--- src/core/dsd_pkg.sv ---
// shared constants and types for the drive status display
package dsd_pkg;
    localparam int CLK_HZ    = 40_000_000;
    localparam int HOLD_MS   = 1000;
    localparam int HOLD_CYC  = CLK_HZ / 1000 * HOLD_MS;
    localparam int BLINK_MS  = 250;
    localparam int BLINK_CYC = CLK_HZ / 1000 * BLINK_MS;
    localparam int CNT_W     = 26;
    localparam int N_DIG     = 8;
    localparam int N_BITS    = 10;
    localparam int N_KEYS    = 4;
    localparam int KEY_MODE  = 0;
    localparam int KEY_UP    = 1;
    localparam int KEY_DN    = 2;
    localparam int KEY_DATA  = 3;
    // register offsets
    localparam logic [7:0] ADR_WIN   = 8'h00;
    localparam logic [7:0] ADR_ROT   = 8'h04;
    localparam logic [7:0] ADR_MATCH = 8'h08;
    localparam logic [7:0] ADR_STAT  = 8'h0C;
    localparam logic [7:0] ADR_MON   = 8'h10;
    // reset values and torque bit threshold
    localparam logic [15:0] WIN_RST   = 16'h0007;
    localparam logic [15:0] ROT_RST   = 16'h0014;
    localparam logic [15:0] MATCH_RST = 16'h000A;
    localparam logic [15:0] TRQ_MIN   = 16'h000A;
    // status register fields
    localparam int STAT_MODE_LSB = 0;
    localparam int STAT_KEYDIS   = 3;
    localparam int STAT_BITS_LSB = 4;
    localparam int STAT_SETERR   = 14;
    // monitor numbers
    localparam logic [3:0] MON_LAST = 4'hD;
    localparam logic [3:0] MON_IN   = 4'h5;
    localparam logic [3:0] MON_OUT  = 4'h6;
    // status bit positions
    localparam int BIT_CTRL = 0;
    localparam int BIT_MAIN = 1;
    localparam int BIT_BLK  = 2;
    localparam int BIT_POS  = 3;
    localparam int BIT_VCMP = 4;
    localparam int BIT_ROT  = 5;
    localparam int BIT_PLS  = 6;
    localparam int BIT_SCMD = 7;
    localparam int BIT_CLR  = 8;
    localparam int BIT_TRQ  = 9;
    // display characters, 0..15 are hex digits
    localparam logic [4:0] CH_BLANK = 5'h10;
    localparam logic [4:0] CH_R     = 5'h11;
    localparam logic [4:0] CH_U     = 5'h12;
    localparam logic [4:0] CH_N     = 5'h13;
    localparam logic [4:0] CH_P     = 5'h14;
    localparam logic [4:0] CH_O     = 5'h15;
    localparam logic [4:0] CH_T     = 5'h16;
    localparam logic [4:0] CH_DASH  = 5'h17;
    localparam logic [4:0] CH_CAPU  = 5'h18;
    localparam logic [4:0] CH_UPPER = 5'h19;
    localparam logic [4:0] CH_LOWER = 5'h1A;
    typedef enum logic [2:0] {
        ST_STATUS  = 3'b001,
        ST_MON_NUM = 3'b010,
        ST_MON_VAL = 3'b100
    } dsd_state_type;
    typedef enum logic [2:0] {
        SYM_BB  = 3'h0,
        SYM_RUN = 3'h1,
        SYM_POT = 3'h2,
        SYM_NOT = 3'h3,
        SYM_ALM = 3'h4,
        SYM_ERR = 3'h5,
        SYM_KEY = 3'h6
    } dsd_sym_type;
endpackage

--- src/core/dsd_key_hold.sv ---
// key press edge and long hold detector
module dsd_key_hold
    import dsd_pkg::*;
#(
    parameter int HOLD = dsd_pkg::HOLD_CYC
) (
    // clock and reset
    input  wire logic sys_clk,
    input  wire logic rst_b,
    input  wire logic ce,
    // key level and events
    input  wire logic key,
    output logic      press_p,
    output logic      hold_p
);
    logic [CNT_W-1:0] cnt_r;
    logic             key_d_r;
    logic             done_r;
    wire              at_hold = (cnt_r == CNT_W'(HOLD - 1));

    always_ff @(posedge sys_clk or negedge rst_b) begin
        if (!rst_b) begin
            cnt_r   <= '0;
            key_d_r <= 1'b0;
            done_r  <= 1'b0;
            press_p <= 1'b0;
            hold_p  <= 1'b0;
        end else if (ce) begin
            key_d_r <= key;
            press_p <= key & ~key_d_r;
            hold_p  <= key & at_hold & ~done_r;
            // one hold event per press, however long the key stays down
            if (!key) begin
                cnt_r  <= '0;
                done_r <= 1'b0;
            end else if (at_hold) begin
                done_r <= 1'b1;
            end else begin
                cnt_r <= cnt_r + 1'b1;
            end
        end
    end
endmodule

--- src/core/dsd_seg_enc.sv ---
// one digit character to seven segment pattern, segments g..a
module dsd_seg_enc
    import dsd_pkg::*;
(
    // character in, pattern out
    input  wire logic [4:0] chr,
    output logic      [6:0] seg
);
    always_comb begin
        case (chr)
            5'h00:    seg = 7'h3F;
            5'h01:    seg = 7'h06;
            5'h02:    seg = 7'h5B;
            5'h03:    seg = 7'h4F;
            5'h04:    seg = 7'h66;
            5'h05:    seg = 7'h6D;
            5'h06:    seg = 7'h7D;
            5'h07:    seg = 7'h07;
            5'h08:    seg = 7'h7F;
            5'h09:    seg = 7'h6F;
            5'h0A:    seg = 7'h77;
            5'h0B:    seg = 7'h7C;
            5'h0C:    seg = 7'h39;
            5'h0D:    seg = 7'h5E;
            5'h0E:    seg = 7'h79;
            5'h0F:    seg = 7'h71;
            CH_R:     seg = 7'h50;
            CH_U:     seg = 7'h1C;
            CH_N:     seg = 7'h54;
            CH_P:     seg = 7'h73;
            CH_O:     seg = 7'h5C;
            CH_T:     seg = 7'h78;
            CH_DASH:  seg = 7'h40;
            CH_CAPU:  seg = 7'h3E;
            CH_UPPER: seg = 7'h20;
            CH_LOWER: seg = 7'h10;
            default:  seg = 7'h00;
        endcase
    end
endmodule

--- src/core/dsd_top.sv ---
// front panel status and monitor display logic
//
// Behaviour
// - power-up starts in status display mode
// - status shows bit LEDs and 3-digit symbol
// - bits for control and main supply
// - base block bit lit, dimmed when energised
// - positioning done when error below window
// - speed match within command plus/minus width
// - rotation bit when speed reaches threshold
// - pulse bit while command pulses arrive
// - speed command bit at rotation threshold
// - counter clear bit while clear input
// - torque bit at ten percent rated
// - run symbol energised, block symbol otherwise
// - inhibit symbols while travel inhibit off
// - alarm symbol shows the alarm code
// - setting error symbol on unsuitable configuration
// - reserved key operation refused except data hold, key-disabled shown in status mode
// - mode key enters monitor, shows number
// - up/down select number, editable digit flashes
// - data held one second shows value
// - next qualifying data hold returns number
// - signal monitors: off upper, on lower
// - pulse counters as eight hex digits
//
// The address map and the strobed register port were left to the implementer.
module dsd_top
    import dsd_pkg::*;
#(
    parameter int HOLD  = dsd_pkg::HOLD_CYC,
    parameter int BLINK = dsd_pkg::BLINK_CYC
) (
    // clock, reset, enable
    input  wire logic                      sys_clk,
    input  wire logic                      rst_b,
    input  wire logic                      ce,
    // register port
    input  wire logic [7:0]                addr,
    input  wire logic [31:0]               wdata,
    input  wire logic                      wr_stb,
    input  wire logic                      rd_stb,
    output logic      [31:0]               rdata,
    // drive conditions
    input  wire logic                      ctrl_pwr_on,
    input  wire logic                      main_pwr_on,
    input  wire logic                      servo_on,
    input  wire logic [31:0]               pos_err,
    input  wire logic [15:0]               motor_speed,
    input  wire logic [15:0]               speed_cmd,
    input  wire logic [15:0]               torque_pct,
    input  wire logic                      cmd_pulse_active,
    input  wire logic                      error_counter_clear_input,
    input  wire logic                      fwd_inhibit_in,
    input  wire logic                      rev_inhibit_in,
    input  wire logic                      alarm_active,
    input  wire logic [7:0]                alarm_code,
    input  wire logic                      cfg_err_in,
    // operator keys
    input  wire logic                      key_mode,
    input  wire logic                      key_up,
    input  wire logic                      key_down,
    input  wire logic                      key_data,
    input  wire logic                      sys_check_req,
    // monitor value source
    output logic      [3:0]                mon_sel,
    input  wire logic [31:0]               mon_value,
    // display
    output logic      [dsd_pkg::N_BITS-1:0] bit_led,
    output logic      [7*dsd_pkg::N_DIG-1:0] seg
);
    import dsd_pkg::*;

    ////////////////////////////////////////////////////////////////////
    // registers and state
    logic [15:0]       win_r;
    logic [15:0]       rot_r;
    logic [15:0]       match_r;
    dsd_state_type     st_r;
    dsd_state_type     st_nxt;
    dsd_sym_type       sym_r;
    logic              key_dis_r;
    logic [CNT_W-1:0]  blink_cnt_r;
    logic              blink_r;
    logic [2:0]        dim_cnt_r;
    logic [N_KEYS-1:0] press_p;
    logic [N_KEYS-1:0] hold_p;

    ////////////////////////////////////////////////////////////////////
    // key event detectors
    wire [N_KEYS-1:0] keys = {key_data, key_down, key_up, key_mode};

    generate
        for (genvar k = 0; k < N_KEYS; k++) begin : g_key
            dsd_key_hold #(.HOLD(HOLD)) u_key (
                .sys_clk (sys_clk),
                .rst_b   (rst_b),
                .ce      (ce),
                .key     (keys[k]),
                .press_p (press_p[k]),
                .hold_p  (hold_p[k])
            );
        end
    endgenerate

    wire mode_p    = press_p[KEY_MODE];
    wire up_p      = press_p[KEY_UP];
    wire dn_p      = press_p[KEY_DN];
    wire data_hold = hold_p[KEY_DATA];

    ////////////////////////////////////////////////////////////////////
    // status bit conditions
    wire [31:0] pos_mag  = pos_err[31] ? 32'(-pos_err) : pos_err;
    wire [15:0] spd_mag  = motor_speed[15] ? 16'(-motor_speed) : motor_speed;
    wire [15:0] cmd_mag  = speed_cmd[15] ? 16'(-speed_cmd) : speed_cmd;
    wire [15:0] trq_mag  = torque_pct[15] ? 16'(-torque_pct) : torque_pct;
    wire [16:0] spd_diff = {motor_speed[15], motor_speed} - {speed_cmd[15], speed_cmd};
    wire [16:0] diff_mag = spd_diff[16] ? 17'(-spd_diff) : spd_diff;
    // dimming by a 1-in-8 duty keeps the flop-only output path
    wire        dim_on   = (dim_cnt_r == 3'h0);

    wire [N_BITS-1:0] bits_nxt;
    assign bits_nxt[BIT_CTRL] = ctrl_pwr_on;
    assign bits_nxt[BIT_MAIN] = main_pwr_on;
    assign bits_nxt[BIT_BLK]  = ~servo_on | dim_on;
    assign bits_nxt[BIT_POS]  = pos_mag < {16'h0000, win_r};
    assign bits_nxt[BIT_VCMP] = diff_mag <= {1'b0, match_r};
    assign bits_nxt[BIT_ROT]  = spd_mag >= rot_r;
    assign bits_nxt[BIT_PLS]  = cmd_pulse_active;
    assign bits_nxt[BIT_SCMD] = cmd_mag >= rot_r;
    assign bits_nxt[BIT_CLR]  = error_counter_clear_input;
    assign bits_nxt[BIT_TRQ]  = trq_mag >= TRQ_MIN;

    ////////////////////////////////////////////////////////////////////
    // symbol selection
    // zero windows make the completion and match bits meaningless
    wire set_err = cfg_err_in | (win_r == 16'h0000) | (match_r == 16'h0000);
    wire dsd_sym_type sym_nxt =
        key_dis_r      ? SYM_KEY :
        alarm_active   ? SYM_ALM :
        set_err        ? SYM_ERR :
        !fwd_inhibit_in ? SYM_POT :
        !rev_inhibit_in ? SYM_NOT :
        servo_on       ? SYM_RUN : SYM_BB;

    wire [14:0] sym_chr =
        (sym_r == SYM_RUN) ? {CH_R, CH_U, CH_N} :
        (sym_r == SYM_POT) ? {CH_P, CH_O, CH_T} :
        (sym_r == SYM_NOT) ? {CH_N, CH_O, CH_T} :
        (sym_r == SYM_ALM) ? {5'h0A, 1'b0, alarm_code[7:4], 1'b0, alarm_code[3:0]} :
        (sym_r == SYM_ERR) ? {5'h0E, CH_R, CH_R} :
        (sym_r == SYM_KEY) ? {CH_DASH, CH_DASH, CH_DASH} :
                             {CH_BLANK, 5'h0B, 5'h0B};

    ////////////////////////////////////////////////////////////////////
    // mode state machine
    always_comb begin
        st_nxt = st_r;
        case (st_r)
            ST_STATUS: begin
                if (mode_p && !sys_check_req) begin
                    st_nxt = ST_MON_NUM;
                end
            end
            ST_MON_NUM: begin
                if (data_hold) begin
                    st_nxt = ST_MON_VAL;
                end else if (mode_p && !sys_check_req) begin
                    st_nxt = ST_STATUS;
                end
            end
            ST_MON_VAL: begin
                if (data_hold) begin
                    st_nxt = ST_MON_NUM;
                end
            end
            default: st_nxt = ST_STATUS;
        endcase
    end

    // monitor number steps with wrap over the fourteen entries
    wire [3:0] sel_up  = (mon_sel == MON_LAST) ? 4'h0 : mon_sel + 4'h1;
    wire [3:0] sel_dn  = (mon_sel == 4'h0) ? MON_LAST : mon_sel - 4'h1;
    wire       sel_act = (st_r == ST_MON_NUM) && !sys_check_req;
    wire [3:0] sel_nxt = (sel_act && up_p) ? sel_up :
                         (sel_act && dn_p) ? sel_dn : mon_sel;

    // key-disabled stays until the next accepted key press
    wire any_p       = |press_p;
    wire key_dis_nxt = sys_check_req | (key_dis_r & ~any_p);

    ////////////////////////////////////////////////////////////////////
    // digit characters
    wire         bit_mode = (mon_sel == MON_IN) || (mon_sel == MON_OUT);
    wire [4:0]   flash_lo = blink_r ? {1'b0, mon_sel} : CH_BLANK;
    wire [39:0]  num_chr  = {CH_BLANK, CH_BLANK, CH_BLANK, CH_CAPU, CH_N,
                             5'h00, 5'h00, flash_lo};
    wire [39:0]  stat_chr = {25'h0_0000 | {5{CH_BLANK}}, sym_chr};
    wire [39:0]  cur_chr;
    wire [6:0]   seg_dig [N_DIG];

    generate
        for (genvar d = 0; d < N_DIG; d++) begin : g_dig
            // high level (off) lights the upper half, low level the lower
            wire [4:0] bit_chr = mon_value[d] ? CH_UPPER : CH_LOWER;
            wire [4:0] hex_chr = {1'b0, mon_value[4*d +: 4]};
            wire [4:0] val_chr = bit_mode ? bit_chr : hex_chr;
            assign cur_chr[5*d +: 5] =
                (st_r == ST_MON_VAL) ? val_chr :
                (st_r == ST_MON_NUM) ? num_chr[5*d +: 5] : stat_chr[5*d +: 5];
            dsd_seg_enc u_enc (
                .chr (cur_chr[5*d +: 5]),
                .seg (seg_dig[d])
            );
        end
    endgenerate

    wire [7*N_DIG-1:0] seg_nxt = {seg_dig[7], seg_dig[6], seg_dig[5], seg_dig[4],
                                  seg_dig[3], seg_dig[2], seg_dig[1], seg_dig[0]};

    ////////////////////////////////////////////////////////////////////
    // register port decode
    wire wr_win   = wr_stb && (addr == ADR_WIN);
    wire wr_rot   = wr_stb && (addr == ADR_ROT);
    wire wr_match = wr_stb && (addr == ADR_MATCH);
    wire [31:0] stat_word;
    assign stat_word[STAT_MODE_LSB +: 3]      = st_r;
    assign stat_word[STAT_KEYDIS]             = key_dis_r;
    assign stat_word[STAT_BITS_LSB +: N_BITS] = bit_led;
    assign stat_word[STAT_SETERR]             = set_err;
    assign stat_word[31:STAT_SETERR+1]        = '0;
    wire [31:0] rd_mux;
    assign rd_mux = (addr == ADR_WIN)   ? {16'h0000, win_r} :
                    (addr == ADR_ROT)   ? {16'h0000, rot_r} :
                    (addr == ADR_MATCH) ? {16'h0000, match_r} :
                    (addr == ADR_STAT)  ? stat_word :
                    (addr == ADR_MON)   ? {28'h000_0000, mon_sel} : 32'h0000_0000;

    ////////////////////////////////////////////////////////////////////
    // flops
    always_ff @(posedge sys_clk or negedge rst_b) begin
        if (!rst_b) begin
            win_r   <= WIN_RST;
            rot_r   <= ROT_RST;
            match_r <= MATCH_RST;
            rdata   <= '0;
        end else if (ce) begin
            if (wr_win) win_r <= wdata[15:0];
            if (wr_rot) rot_r <= wdata[15:0];
            if (wr_match) match_r <= wdata[15:0];
            rdata <= rd_stb ? rd_mux : 32'h0000_0000;
        end
    end

    always_ff @(posedge sys_clk or negedge rst_b) begin
        if (!rst_b) begin
            st_r      <= ST_STATUS;
            sym_r     <= SYM_BB;
            key_dis_r <= 1'b0;
            mon_sel   <= 4'h0;
            bit_led   <= '0;
            seg       <= '0;
        end else if (ce) begin
            st_r      <= st_nxt;
            sym_r     <= sym_nxt;
            key_dis_r <= key_dis_nxt;
            mon_sel   <= sel_nxt;
            bit_led   <= bits_nxt;
            seg       <= seg_nxt;
        end
    end

    always_ff @(posedge sys_clk or negedge rst_b) begin
        if (!rst_b) begin
            blink_cnt_r <= '0;
            blink_r     <= 1'b1;
            dim_cnt_r   <= 3'h0;
        end else if (ce) begin
            dim_cnt_r <= dim_cnt_r + 3'h1;
            if (blink_cnt_r == CNT_W'(BLINK - 1)) begin
                blink_cnt_r <= '0;
                blink_r     <= ~blink_r;
            end else begin
                blink_cnt_r <= blink_cnt_r + 1'b1;
            end
        end
    end
endmodule

--- config.mk ---
export PLATFORM = sky130hd
export DESIGN_NAME = dsd_top
export DESIGN_NICKNAME = d
export VERILOG_FILES = /design/src/core/dsd_pkg.sv /design/src/core/dsd_key_hold.sv /design/src/core/dsd_seg_enc.sv /design/src/core/dsd_top.sv
export SDC_FILE = /design/constraint.sdc
export NUM_CORES = 1
export LEC_CHECK = 0
export ABC_AREA = 1
export BUFFER_PORTS_ARGS = -buffer_cell sky130_fd_sc_hd__buf_2
export CAP_MARGIN = 20
export CELL_PAD_IN_SITES_DETAIL_PLACEMENT = 1
export CELL_PAD_IN_SITES_GLOBAL_PLACEMENT = 1
export CORE_MARGIN = 5
export CORE_UTILIZATION = 30
export DETAILED_ROUTE_END_ITERATION = 10
export PLACE_DENSITY = 0.77
export SETUP_SLACK_MARGIN = 0.5
export SYNTH_ARGS = -nofsm -noshare
export SYNTH_HDL_FRONTEND = slang
export SYNTH_SLANG_ARGS = --single-unit
--- constraint.sdc ---
create_clock -name sys_clk -period 2.45 [get_ports sys_clk]
set_input_delay 0.49 -clock sys_clk [delete_from_list [all_inputs] [get_ports sys_clk]]
set_output_delay 0.49 -clock sys_clk [all_outputs]
set_load 0.05 [all_outputs]
==> summary.txt, run 1 <==
Outcome
  • Run status: finished with violations
  • Violated checks: setup timing

Setup path
  • Data required time of the worst path: 2.91 ns
  • Start of the worst register-to-register path: mon_sel[0]$_DFFE_PN0P_
  • Largest fanout on the critical path: 3
  • Number of cell instances on the worst register-to-register path: 16
  • Data arrival at the endpoint of the critical path: between 3 and 4 ns
  • Worst path most repeated cell: sky130_fd_sc_hd__nand2_1
  • Worst Setup SP: motor_speed[0]
  • Internal reg-to-reg setup slack: -0.14 ns
  • Standard cell with the maximum stage delay on the critical path: sky130_fd_sc_hd__fa_2
  • Critical Path Sink Type: register
  • Worst flop-to-flop path endpoint: seg[16]$_DFFE_PN0P_
  • End point of the critical path: bit_led[4]$_DFFE_PN0P_
  • Delay of the slowest cell on the worst path: 0.59 ns
  • Critical path class: input port to register
  • Type of origin of the critical path: input port

STA
  • Post-route setup slack: -0.7570 ns
  • Final hold viol count: 0
  • Max-slew violation total from the final report: 0
  • Setup TNS Final: -1.549 ns
  • Worst slew margin: 61.42%
  • Setup repair after global routing missed its margin: true
  • Fmax: 311.8 MHz
  • Minimum period implied by the final worst setup slack: 3.207 ns
  • Final count of negative-setup-slack endpoints: 11
  • Tightest Pin Transition: ~0.58 ns
  • Final Hold Slack: 0.1585 ns
  • Worst-case clock skew: between 0.02 and 0.03 ns
  • Final worst path period share: 130.9%

Logic synthesis
  • Cells after synthesis: 2,645
  • Yosys warnings: 0
  • Average footprint of a synthesized cell: roughly 6.8 um^2
  • Number of different library cells in the post-synthesis netlist: 61
  • Fraction of registers with async set or reset after synthesis: 100.0%
  • Area share of the leading cell type in the synthesized netlist: 27.71%
  • Primary FF master, synth: sky130_fd_sc_hd__dfrtp_1
  • Leading post-synthesis cells by cell area: sky130_fd_sc_hd__dfrtp_1 28%, sky130_fd_sc_hd__nand2_1 15%, sky130_fd_sc_hd__ha_1 10%
  • Most instantiated library cell after synthesis: sky130_fd_sc_hd__nand2_1
  • Summed instance area of the synthesized netlist: 0.01788 mm^2
  • Post-synthesis sequential element count: 207
  • Sequential area share after synthesis: between 20% and 30%
  • Top cell types by occurrence after synthesis: 698 x sky130_fd_sc_hd__nand2_1, 356 x sky130_fd_sc_hd__inv_1, 254 x sky130_fd_sc_hd__nor2_1
  • Synth area leader: sky130_fd_sc_hd__dfrtp_1
  • Number of enable-type register cells in the synthesized netlist: 0

Worst hold path
  • Instance count along the most critical hold path: 3
  • Startpoint of the lowest-slack hold path: key_mode
  • Class of the worst hold path: input port to register

Layout
  • Cell area after layout: ~0.027 mm^2
  • Filler-free cell count of the finished design: 4,064
  • Layout Nets: 3,591
  • Layout cell share with drive strength beyond 1: 37.79%
  • Area Growth Syn to Fin: 51.54%
  • Share of the core filled with cells in the final layout: 45.92%

Placement
  • Routability congestion estimate: between 0.9 and 1
  • Placed instance count: 3,843
  • Post-placement setup slack: -1.280 ns
  • Number of port buffers: 248
  • DP HPWL: 56.83 mm
  • Placed cell areas: roughly 0.023 mm^2

Drt
  • Final wirelength: 82.49 mm
  • Post-DR wirelength/cell: 20.30 um
  • DRC marker count from the first detailed-route iteration: 1,126
  • Remaining antenna violation count after routing: 0
  • Via Count: 21,038
  • Remaining design rule violation count: 0
  • 1st-pass router iterations: 5
  • Average via count per standard cell: 5.177

Power
  • Power density over cell area: 714.1 mW/mm^2
  • Leakage power: about 13 nW
  • Worst ir drop on vdd: 884.2 uV
  • Post-route total power: 19.35 mW

Global route
  • M2 GR Usage: 40.19%
  • GR Util met3: 2.998%
  • Maximum number of pins on one net before global-route repair: 62
  • Number of global-route vias before repair: 21,608
  • Global-route wire length before repair: 119.2 mm
  • Most congested layer reported by global routing: met2
  • Total global routing overflow: 0
  • Gr usage total: 22.88%
  • Antenna violations before repair: 4
  • GRT met1 Usage: 28.78%

Floorplanning
  • Initial cell density of the core: a little under a third
  • Floorplan row count: slightly below 90
  • Count of pins on the block boundary: 281
  • Die Outline Area: 0.06459 mm^2
  • Die height: 254.2 um
  • Die extent in x: 254.2 um
  • Core area: about 0.059 mm^2

Clocking
  • Clock transition time at the flip-flop clock pins of the worst setup and hold paths: ~0.060 ns
  • Max Root-Sink Buffers: 3
  • Clock buffers created by TritonCTS: 27
  • Clock latency at the later pin of the worst-skew pair: 0.57 ns
  • Number of sinks on the clock net: between 200 and 250
  • # H-tree levels: 1
  • Clock root buffer: sky130_fd_sc_hd__clkbuf_16
  • TritonCTS clock tree: yes

Run
  • Number of violations of the max-capacitance limit: 0
-- per-layer routing --
layer | wire length, um | up-vias
met5 | 0 | -
met2 | 40910 | 678
li1 | - | 9877
met4 | 3835 | 0
met1 | 33160 | 10257
met3 | 4578 | 226
-- layout by cell type (no fill, tap or decap), types with 27 or more instances in the layout --
cell type                   count
sky130_fd_sc_hd__ha_4          56
sky130_fd_sc_hd__nor3_1        34
sky130_fd_sc_hd__o21ai_2       37
sky130_fd_sc_hd__nor2_4        35
sky130_fd_sc_hd__dfrtp_1      187
sky130_fd_sc_hd__o21ai_0      125
sky130_fd_sc_hd__buf_6         64
sky130_fd_sc_hd__nor2_1       191
sky130_fd_sc_hd__o211ai_1      29
sky130_fd_sc_hd__inv_1        297
sky130_fd_sc_hd__clkbuf_16     27
sky130_fd_sc_hd__nand2_1      589
sky130_fd_sc_hd__nor2_2        36
sky130_fd_sc_hd__a21oi_1       80
sky130_fd_sc_hd__nand3_1      118
sky130_fd_sc_hd__buf_4        325
sky130_fd_sc_hd__o21ai_1       34
sky130_fd_sc_hd__xor2_1        69
sky130_fd_sc_hd__buf_2        237
sky130_fd_sc_hd__ha_1          85
sky130_fd_sc_hd__inv_2         45
sky130_fd_sc_hd__nand2_4       41
sky130_fd_sc_hd__a21oi_2       39
sky130_fd_sc_hd__nand4_1       45
sky130_fd_sc_hd__nand2_2       68
sky130_fd_sc_hd__nand3_2       34
-- cell families after synthesis --
| family | Yosys count | share of synthesized area [%] |
|---|---|---|
| XOR/XNOR | 95 | 4.695 |
| AO/OA/AOI/OAI | 460 | 15.13 |
| adder cells (fa/ha/maj) | 146 | 10.26 |
| buffers and inverters | 459 | 10.38 |
| AND/OR/NAND/NOR | 1277 | 30.48 |
| other | 1 | 0.02097 |
| flip-flops | 207 | 29.03 |
-- area by class of cell --
type | count | area (um^2)
well taps | 773 | 967.2
clock inverters | 13 | 187.7
fillers | 7276 | 31920
flip-flops and latches | 207 | 5205
clock buffers | 37 | 783.3
multi-input cells | 1995 | 13500
inverters | 382 | 1604
repair inverters | 1 | 11.26
repair buffers | 652 | 4827
diodes | 4 | 10.01
-- worst max-delay path, delay by kind of cell --
kind	cells	cell delay, ns
compound gates	2	0.15
xor+xnor	1	0.12
fa+ha+maj	4	1.18
simple gates	14	1.51
buf+inv	4	0.23
-- flip-flops by register name (all words and copies together), names as in the netlist, 10 cells and up --
| name | count |
|---|---|
| bit_led | 10 |
| rdata | 16 |
| blink_cnt_r | 26 |
| seg | 56 |
| g_key.u_key.cnt_r | 26 |
| rot_r | 16 |
| win_r | 16 |
| match_r | 16 |
-- worst min-delay path by stage --
stage	to	slack [ns]
floorplan	bit_led[0]$_DFFE_PN0P_	0.19
global route	g_key[0].u_key.key_d_r$_DFFE_PN0P_	0.17
finish	g_key[0].u_key.key_d_r$_DFFE_PN0P_	0.16
detailed placement	seg[46]$_DFFE_PN0P_	0.45
global placement	g_key[2].u_key.press_p$_DFFE_PN0P_	0.44
CTS	g_key[0].u_key.key_d_r$_DFFE_PN0P_	0.13
-- report_power, final --
group	leakage, nW	switching [mW]	total [mW]	internal [mW]
Sequential	2.66	0.367	4.22	3.86
Clock	0.468	1.74	4.40	2.66
Combinational	9.92	6.47	10.7	4.26
-- timing repair --
| item | CTS | global route |
|---|---|---|
| cloned | 2 | 1 |
| hold buffers | 1 | 0 |
| resized for setup | 327 | 239 |
| pin swaps | 192 | 158 |
| endpoints found under the setup margin | 74 | 85 |
| setup buffers | 97 | 66 |
| endpoints found under the hold margin | 53 | 0 |
(Power assumes the default switching activity.)
==> run 2, diff against run 1 <==
- ABC_AREA: 1 -> 0
- PLACE_DENSITY: 0.77 -> 0.75
==> run 2 against run 1 <==
Net effect: hold slack gained 0.0035 ns; clock-buffer cell count unchanged; combinational power shrank 44%; synthesized area shrank 6.1%; highest routed layer is now met5; largest power group unchanged; final cell count is 13% lower; fmax down 12%; clock power fell by 11%; sequential share of layout area down 0.19 points; sequential cell count stayed put; largest cell class unchanged; the run still ends with setup timing left; cell area rose by 0.86%.
==> summary.txt, run 2 <==
Outcome
  • Run status: finished with violations
  • Violated checks: setup timing

Setup path
  • Data arrival at the endpoint of the critical path: 4.13 ns (+0.46 ns)
  • Data required time of the worst path: 2.93 ns (+0.02 ns)
  • Largest fanout on the critical path: 4 (+1)
  • Worst-path cell chain: buf_2, ha_4, fa_2, nand2b_4, a211o_1, a21o_1, a31oi_2, a21o_1, and2_4, buf_6, nor2_4, xor2_1, ha_1, a21o_1, a21o_1, a21oi_2, o2111ai_2, a221oi_2, o22ai_1, a31oi_1
  • Standard cell with the maximum stage delay on the critical path: sky130_fd_sc_hd__fa_2
  • Internal reg-to-reg setup slack: -0.44 ns (-0.30 ns)
  • Delay of the slowest cell on the worst path: 0.34 ns (-0.25 ns)
  • Critical path class: input port to register
  • Type of origin of the critical path: input port
  • Worst path most repeated cell: sky130_fd_sc_hd__a21o_1
  • Start of the worst register-to-register path: mon_sel[1]$_DFFE_PN0P_
  • Number of cell instances on the worst register-to-register path: 10 (-6)
  • Worst flop-to-flop path endpoint: seg[48]$_DFFE_PN0P_
  • Critical Path Sink Type: register

Logic synthesis
  • Summed instance area of the synthesized netlist: 0.01679 mm^2 (-6.1%)
  • Primary FF master, synth: sky130_fd_sc_hd__dfrtp_1
  • Cells after synthesis: 2,057 (-22%)
  • Main combinational cell family by area after synthesis: compound AO/OA/AOI/OAI gates
  • Xor/xnor share of the synthesized area: 6.366% (+1.7 points)
  • Fraction of registers with async set or reset after synthesis: 100.0% (unchanged)
  • Area share of the leading cell type in the synthesized netlist: 29.52% (+1.8 points)
  • Simple-gate share of the synthesized area: 20.02% (-10 points)
  • Top cell types by occurrence after synthesis: 220 x sky130_fd_sc_hd__nand2_1, 198 x sky130_fd_sc_hd__dfrtp_1, 192 x sky130_fd_sc_hd__o21ai_0
  • Leading post-synthesis cells by cell area: sky130_fd_sc_hd__dfrtp_1 30%, sky130_fd_sc_hd__ha_1 11%, sky130_fd_sc_hd__o21ai_0 5.7%
  • Share of synthesized area spent on multiplexers: 4.428% (+4.4 points)
  • Yosys warnings: 0 (unchanged)
  • Number of enable-type register cells in the synthesized netlist: 0 (unchanged)
  • Average footprint of a synthesized cell: 8.160 um^2 (+21%)
  • Synth area leader: sky130_fd_sc_hd__dfrtp_1
  • Most instantiated library cell after synthesis: sky130_fd_sc_hd__nand2_1
  • Sequential area share after synthesis: 30.93% (+1.9 points)
  • Number of different library cells in the post-synthesis netlist: 87 (+43%)
  • Adder-cell share of the synthesized area: 10.93% (+0.67 points)
  • Share of the synthesized area in compound gates (AO/OA/AOI/OAI): 20.97% (+5.8 points)
  • Post-synthesis sequential element count: 207 (unchanged)

Floorplanning
  • Core area: 0.05531 mm^2 (-6.3%)
  • Floorplan row count: 86 (-3.4%)
  • Count of pins on the block boundary: 281 (unchanged)
  • Initial cell density of the core: 30.35% (+0.049 points)
  • Die height: 246.5 um (-3.0%)
  • Die extent in x: 246.5 um (-3.0%)
  • Die Outline Area: 0.06078 mm^2 (-5.9%)

STA
  • Final hold viol count: 0 (unchanged)
  • Post-route setup slack: -1.197 ns (-0.4399 ns)
  • Fmax: 274.2 MHz (-12%)
  • Worst-case clock skew: 0.01224 ns (-0.01539 ns)
  • Minimum period implied by the final worst setup slack: 3.647 ns (+0.4399 ns)
  • Setup repair after global routing missed its margin: true
  • Tightest Pin Transition: 0.6298 ns (+0.05114 ns)
  • Worst slew margin: 58.01% (-3.4 points)
  • Final Hold Slack: 0.1620 ns (+0.003512 ns)
  • Final worst path period share: 148.9% (+18 points)
  • Max-slew violation total from the final report: 0 (unchanged)
  • Final count of negative-setup-slack endpoints: 55 (+44)

Drt
  • DRC marker count from the first detailed-route iteration: 941 (-16%)
  • 1st-pass router iterations: 5 (unchanged)
  • Remaining design rule violation count: 0 (unchanged)
  • Remaining antenna violation count after routing: 0 (unchanged)
  • Average via count per standard cell: 5.482 (+5.9%)
  • Post-DR wirelength/cell: 23.63 um (+16%)
  • Via Count: 19,390 (-7.8%)
  • Final wirelength: 83.58 mm (+1.3%)

Power
  • Combinational power share: 42.9% (-13 points)
  • Internal power: 8.495 mW (-21%)
  • P_sw: 5.431 mW (-37%)
  • Power share of the clock group: 28.1% (+5.4 points)
  • Power density over cell area: 509.5 mW/mm^2 (-29%)
  • Sw Share: 39.00% (-5.3 points)
  • Leakage power: 12.29 nW (-5.9%)
  • Worst ir drop on vdd: 449.9 uV (-49%)
  • Seq pwr share: 28.9% (+7.1 points)

Global route
  • Antenna violations before repair: 10 (+6)
  • Global-route wire length before repair: 115.7 mm (-2.9%)
  • Maximum number of pins on one net before global-route repair: 67 (+8.1%)
  • Total global routing overflow: 0 (unchanged)
  • Number of global-route vias before repair: 20,560 (-4.9%)
  • Gr usage total: 23.49% (+0.60 points)

Clocking
  • Clock buffers created by TritonCTS: 27 (unchanged)
  • # H-tree levels: 1 (unchanged)
  • Number of sinks on the clock net: 207 (unchanged)
  • Clock root buffer: sky130_fd_sc_hd__clkbuf_16
  • Clock latency at the later pin of the worst-skew pair: 0.56 ns (about the same)
  • TritonCTS clock tree: yes
  • Clock transition time at the flip-flop clock pins of the worst setup and hold paths: 0.06 ns (about the same)
  • Max Root-Sink Buffers: 3 (unchanged)

Layout
  • Share of the core filled with cells in the final layout: 49.42% (+3.5 points)
  • Flip-flop count of the largest register, all copies and words added: 56 (unchanged)
  • Filler-free cell count of the finished design: 3,537 (-13%)
  • Area Growth Syn to Fin: 62.84%
  • Register ranked first by flip-flop count: seg
  • Filler instances: 6,320 (-13%)
  • Most common cell after layout, fill and taps aside: sky130_fd_sc_hd__buf_4
  • Largest registers: seg x56, blink_cnt_r x26, g_key.u_key.cnt_r x26
  • Layout cell share with drive strength beyond 1: 46.08% (+8.3 points)
  • Layout Nets: 3,088 (-14%)
  • Most frequent cells in the layout: 356 x sky130_fd_sc_hd__buf_4, 238 x sky130_fd_sc_hd__buf_2, 193 x sky130_fd_sc_hd__dfrtp_1

Worst hold path
  • Class of the worst hold path: input port to register
  • Startpoint of the lowest-slack hold path: ctrl_pwr_on
  • Instance count along the most critical hold path: 2 (-1)
  • Hold Crit Endpoint: bit_led[0]$_DFFE_PN0P_

Placement
  • Routability congestion estimate: 0.9518 (+1.3%)
  • DP HPWL: 53.14 mm (-6.5%)
  • Placed instance count: 3,305 (-14%)
  • Number of port buffers: 248 (unchanged)

Run
  • Number of violations of the max-capacitance limit: 0 (unchanged)
## run 2: changes by cell type after synthesis, sizes merged, moves of 21 or more
cell,previous run,this run
nand2b,0,27
or3,0,23
clkbuf,36,75
nor2,264,184
xor2,72,36
inv,380,146
nor2b,0,21
mux2i,0,45
nand3,161,61
nand2,704,220
xnor2,23,86
## run 2: worst max-delay path by stage
stage	end	depth (start not counted)	slack (ns)	from
after detailed placement	bit_led[4]$_DFFE_PN0P_	20	-1.98	motor_speed[0]
after floorplan	bit_led[4]$_DFFE_PN0P_	20	-1.36	motor_speed[0]
after CTS	bit_led[4]$_DFFE_PN0P_	18	-1.08	motor_speed[0]
after global routing	bit_led[4]$_DFFE_PN0P_	21	-1.40	speed_cmd[0]
final	bit_led[4]$_DFFE_PN0P_	20	-1.20	speed_cmd[0]
after global placement	bit_led[4]$_DFFE_PN0P_	21	-1.84	motor_speed[0]
## run 2: metrics by stage
stage | cell area [um^2] | total power, mW | setup TNS (ns) | worst slack (ns)
2_1_floorplan | 18150 | 6.872 | -7.818 | -1.357
3_3_place_gp | 22460 | 8.581 | -6.431 | -1.836
3_5_place_dp | 22460 | 8.769 | -8.625 | -1.982
4_1_cts | 25660 | 13.27 | -2.937 | -1.079
5_1_grt | 27330 | 14.56 | -16.05 | -1.404
6_report | 27330 | 13.93 | -11.79 | -1.197
## run 2: area by class of cell
cell class / count / area (um^2) / area share (%)
antenna: 5 / 12.51 / 0.04577
clock buffer: 37 / 743.2 / 2.719
clock inverter: 13 / 107.6 / 0.3937
inverter: 146 / 618.1 / 2.261
multi-input combinational: 1613 / 13570 / 49.64
sequential: 207 / 5197 / 19.01
tap: 748 / 935.9 / 3.424
timing repair buffer: 768 / 6150 / 22.50
## run 2: per-layer routing
| metal | vias to the layer above | global-route usage, % | wire, um |
|---|---|---|---|
| met5 | - | 0 | 45 |
| met3 | 314 | 3.113 | 4529 |
| met2 | 714 | 44.08 | 42900 |
| met1 | 9585 | 26.70 | 30680 |
| li1 | 8769 | - | - |
| met4 | 8 | 9.616 | 5423 |
## run 2: critical path: cells and delay by family
family	cells	cell delay, ns
AOI/OAI and AO/OA	11	2.10
xor gates and xnor gates	1	0.14
adders and majority gates	3	0.79
buffers and inverters	2	0.23
and+or+nand+nor	3	0.36
## run 2: cells by family after synthesis
kind of cell | Yosys count
DFF | 207
buffers and inverters | 252
adders and majority gates | 146
AOI/OAI and AO/OA | 563
other | 1
xor gates and xnor gates | 122
muxes | 68
and+or+nand+nor | 698
## run 2: power by group through the flow
stage	registers, mW	logic (mW)	clock network, mW
global route	4.07	6.34	4.15
floorplan	4.57	2.30	0
CTS	4.00	5.29	3.98
global placement	4.04	4.54	0
detailed placement	4.06	4.71	0
finish	4.03	5.98	3.92
## run 2: what timing repair did
item                                   4_1_cts  5_1_grt
hold buffers                                 1        0
gates resized for setup                    345      240
setup endpoints to repair                   95      101
pin swaps                                  171      154
endpoints found under the hold margin       13        0
buffers inserted                            93       77
cloned                                       4        2
==> run 3, diff against run 2 <==
- CORE_UTILIZATION: 30 -> 25
- CTS_CLUSTER_SIZE: not set -> 20
- PLACE_DENSITY: 0.75 -> 0.66
==> run 3 against run 2 <==
Net effect: the run still ends with setup timing left; clock-buffer cell count increased by 1; worst setup slack improved by 0.038 ns; total power is 4.6% higher; via count fell by 2.8%; first-iteration DRC count shrank 6.1%; non-clock buffer count grew 3; sequential power barely moved.
==> summary.txt, run 3 (synthesis results as in run 2) <==
Layout
  • Most common cell after layout, fill and taps aside: sky130_fd_sc_hd__buf_4
  • Layout Nets: 3,093 (+0.16%)
  • Filler instances: 7,677 (+21%)
  • Area Growth Syn to Fin: 64.01%
  • Most frequent cells in the layout: 378 x sky130_fd_sc_hd__buf_4, 235 x sky130_fd_sc_hd__buf_2, 188 x sky130_fd_sc_hd__dfrtp_1
  • Register ranked first by flip-flop count: seg
  • Flip-flop count of the largest register, all copies and words added: 56 (unchanged)
  • Cell area after layout: 0.02753 mm^2 (+0.72%)
  • Largest registers: seg x56, blink_cnt_r x26, g_key.u_key.cnt_r x26
  • Layout cell share with drive strength beyond 1: 45.77% (-0.31 points)

Setup path
  • Critical Path Sink Type: register
  • Worst Setup SP: motor_speed[0]
  • Worst path most repeated cell: sky130_fd_sc_hd__a211o_1
  • Largest fanout on the critical path: 4 (unchanged)
  • Data arrival at the endpoint of the critical path: 4.09 ns (-0.04 ns)
  • Number of cell instances on the worst register-to-register path: 13 (+3)
  • Data required time of the worst path: 2.93 ns (about the same)
  • Internal reg-to-reg setup slack: -0.34 ns (+0.10 ns)
  • Critical path class: input port to register
  • Standard cell with the maximum stage delay on the critical path: sky130_fd_sc_hd__fa_2
  • Worst flop-to-flop path endpoint: seg[45]$_DFFE_PN0P_
  • Delay of the slowest cell on the worst path: 0.34 ns (about the same)
  • Type of origin of the critical path: input port
  • Worst-path cell chain: buf_12, inv_12, ha_4, fa_2, nand2b_4, a211o_1, buf_4, a31oi_2, and3_1, a211o_1, nand3_2, o31ai_4, xnor2_1, ha_1, nand4_1, a211o_1, o2111ai_2, a221oi_2, o22ai_1, a31oi_1
  • Start of the worst register-to-register path: mon_sel[0]$_DFFE_PN0P_

Floorplanning
  • Core area: 0.06692 mm^2 (+21%)
  • Initial cell density of the core: 25.08% (-5.3 points)
  • Die Outline Area: 0.07243 mm^2 (+19%)
  • Die height: 269.1 um (+9.2%)
  • Floorplan row count: 95 (+10%)
  • Die extent in x: 269.1 um (+9.2%)
  • Count of pins on the block boundary: 281 (unchanged)

STA
  • Worst slew margin: 62.44% (+4.4 points)
  • Post-route setup slack: -1.159 ns (+0.03758 ns)
  • Minimum period implied by the final worst setup slack: 3.609 ns (-0.03758 ns)
  • Tightest Pin Transition: 0.5620 ns (-0.06785 ns)
  • Final count of negative-setup-slack endpoints: 31 (-44%)
  • Final worst path period share: 147.3% (-1.5 points)
  • Max-slew violation total from the final report: 0 (unchanged)
  • Worst-case clock skew: 0.03314 ns (+0.02090 ns)
  • Fmax: 277.1 MHz (+1.0%)
  • Setup repair after global routing missed its margin: true
  • Final hold viol count: 0 (unchanged)
  • Setup TNS Final: -5.307 ns (+6.481 ns)

Placement
  • Number of port buffers: 248 (unchanged)
  • Placed cell areas: 0.02275 mm^2 (+1.3%)
  • Routability congestion estimate: 0.8663 (-9.0%)
  • DP HPWL: 54.81 mm (+3.1%)

Power
  • Power share of the clock group: 31.0% (+2.9 points)
  • Worst ir drop on vdd: 436.7 uV (-3.0%)
  • Post-route total power: 14.57 mW (+4.6%)
  • Power density over cell area: 529.2 mW/mm^2 (+3.9%)
  • Seq pwr share: 27.5% (-1.4 points)
  • Internal power: 9.147 mW (+7.7%)
  • Sw Share: 37.21% (-1.8 points)
  • Combinational power share: 41.5% (-1.4 points)
  • P_sw: 5.421 mW (-0.18%)
  • Leakage power: 12.41 nW (+0.99%)

Drt
  • Post-DR wirelength/cell: 21.31 um (-9.8%)
  • Met3 wire length: 3.204 mm (-29%)
  • Met2 wirelength from detailed routing: 39.99 mm (-6.8%)
  • Remaining design rule violation count: 0 (unchanged)
  • Top sig layer: met5
  • Final wirelength: 78.09 mm (-6.6%)
  • Via Count: 18,838 (-2.8%)
  • Routed met1 length: 31.62 mm (+3.0%)
  • 1st-pass router iterations: 5 (unchanged)
  • Remaining antenna violation count after routing: 0 (unchanged)
  • DRC marker count from the first detailed-route iteration: 884 (-6.1%)
  • Average via count per standard cell: 5.140 (-6.2%)

Clocking
  • Max Root-Sink Buffers: 3 (unchanged)
  • Clock root buffer: sky130_fd_sc_hd__clkbuf_16
  • Number of sinks on the clock net: 207 (unchanged)
  • Clock buffers created by TritonCTS: 28 (+3.7%)
  • Clock latency at the later pin of the worst-skew pair: 0.58 ns (+0.02 ns)
  • TritonCTS clock tree: yes
  • # H-tree levels: 1 (unchanged)
  • Clock transition time at the flip-flop clock pins of the worst setup and hold paths: 0.07 ns (about the same)

Global route
  • Total global routing overflow: 0 (unchanged)
  • Global-route wire length before repair: 111.7 mm (-3.5%)
  • Maximum number of pins on one net before global-route repair: 87 (+30%)
  • Number of global-route vias before repair: 19,973 (-2.9%)
  • Antenna violations before repair: 4 (-6)
  • Gr usage total: 18.74% (-4.7 points)

Run
  • Number of violations of the max-capacitance limit: 0 (unchanged)

Outcome
  • Run status: finished with violations
  • Violated checks: setup timing

Worst hold path
  • Startpoint of the lowest-slack hold path: key_mode
  • Instance count along the most critical hold path: 3 (+1)
  • Class of the worst hold path: input port to register
  • Hold Crit Endpoint: g_key[0].u_key.key_d_r$_DFFE_PN0P_
[run 3: cell types whose count changed in the layout (fill, tap and decap cells not counted), sizes merged]
cell	before	now
clkinv	11	4
buf	765	769
bufinv	1	4
clkinvlp	1	4
diode	5	2
inv	146	148
and2	6	7
bufbuf	0	1
clkbuf	39	38
[run 3: power by group through the flow]
stage | registers (mW) | clock network, mW | logic, mW
6_report | 4.00 | 4.52 | 6.05
5_1_grt | 4.04 | 4.77 | 6.44
4_1_cts | 4.00 | 4.62 | 5.45
3_5_place_dp | 4.06 | 0 | 4.81
3_3_place_gp | 4.05 | 0 | 4.65
2_1_floorplan | 4.57 | 0 | 2.30
[run 3: worst max-delay path by stage]
| stage | to | slack [ns] | depth (start not counted) |
|---|---|---|---|
| after CTS | bit_led[4]$_DFFE_PN0P_ | -1.09 | 21 |
| after detailed placement | bit_led[4]$_DFFE_PN0P_ | -2.08 | 21 |
| after global placement | bit_led[4]$_DFFE_PN0P_ | -1.80 | 22 |
| after floorplan | bit_led[4]$_DFFE_PN0P_ | -1.36 | 20 |
| final | bit_led[4]$_DFFE_PN0P_ | -1.16 | 20 |
| after global routing | bit_led[4]$_DFFE_PN0P_ | -1.28 | 15 |
[run 3: final cells by class]
type	count	area, um^2	area share, %
multi-input cells	1614	13530	49.13
repair buffers	771	6082	22.09
flip-flops and latches	207	5204	18.90
well taps	873	1092	3.968
clock buffers	38	819.5	2.977
inverters	146	610.6	2.218
clock inverters	14	191.4	0.6954
diodes	2	5.005	0.01818
[run 3: critical path, delay by kind of cell]
kind / cells / cell delay, ns
adder cells (fa/ha/maj): 3 / 0.78
AND/OR/NAND/NOR: 4 / 0.61
AO/OA/AOI/OAI: 9 / 1.76
XOR/XNOR: 1 / 0.16
buffers and inverters: 3 / 0.28
[run 3: layer usage]
layer  up-vias  GRT usage [%]
li1       8748              -
met1      9415          22.86
met2       500          33.92
met3       173          2.640
met4         2          6.395
met5         -              0
[run 3: through the flow]
stage	setup slack [ns]	hold slack [ns]	util (%)	cells
after CTS	-1.090	0.1479	38.61	3585
after floorplan	-1.357	0.1944	-	2072
after global placement	-1.800	0.4145	34.00	3448
after detailed placement	-2.077	0.4185	34.00	3448
after global routing	-1.283	0.1602	41.13	3664
final	-1.159	0.1761	41.14	3665
[run 3: timing repair]
| item | 4_1_cts | 5_1_grt |
|---|---|---|
| pin swaps | 144 | 166 |
| hold endpoints to repair | 40 | 0 |
| gates resized for setup | 315 | 233 |
| hold buffers | 1 | 0 |
| buffers inserted | 81 | 77 |
| endpoints found under the setup margin | 96 | 106 |
| gates cloned | 3 | 1 |
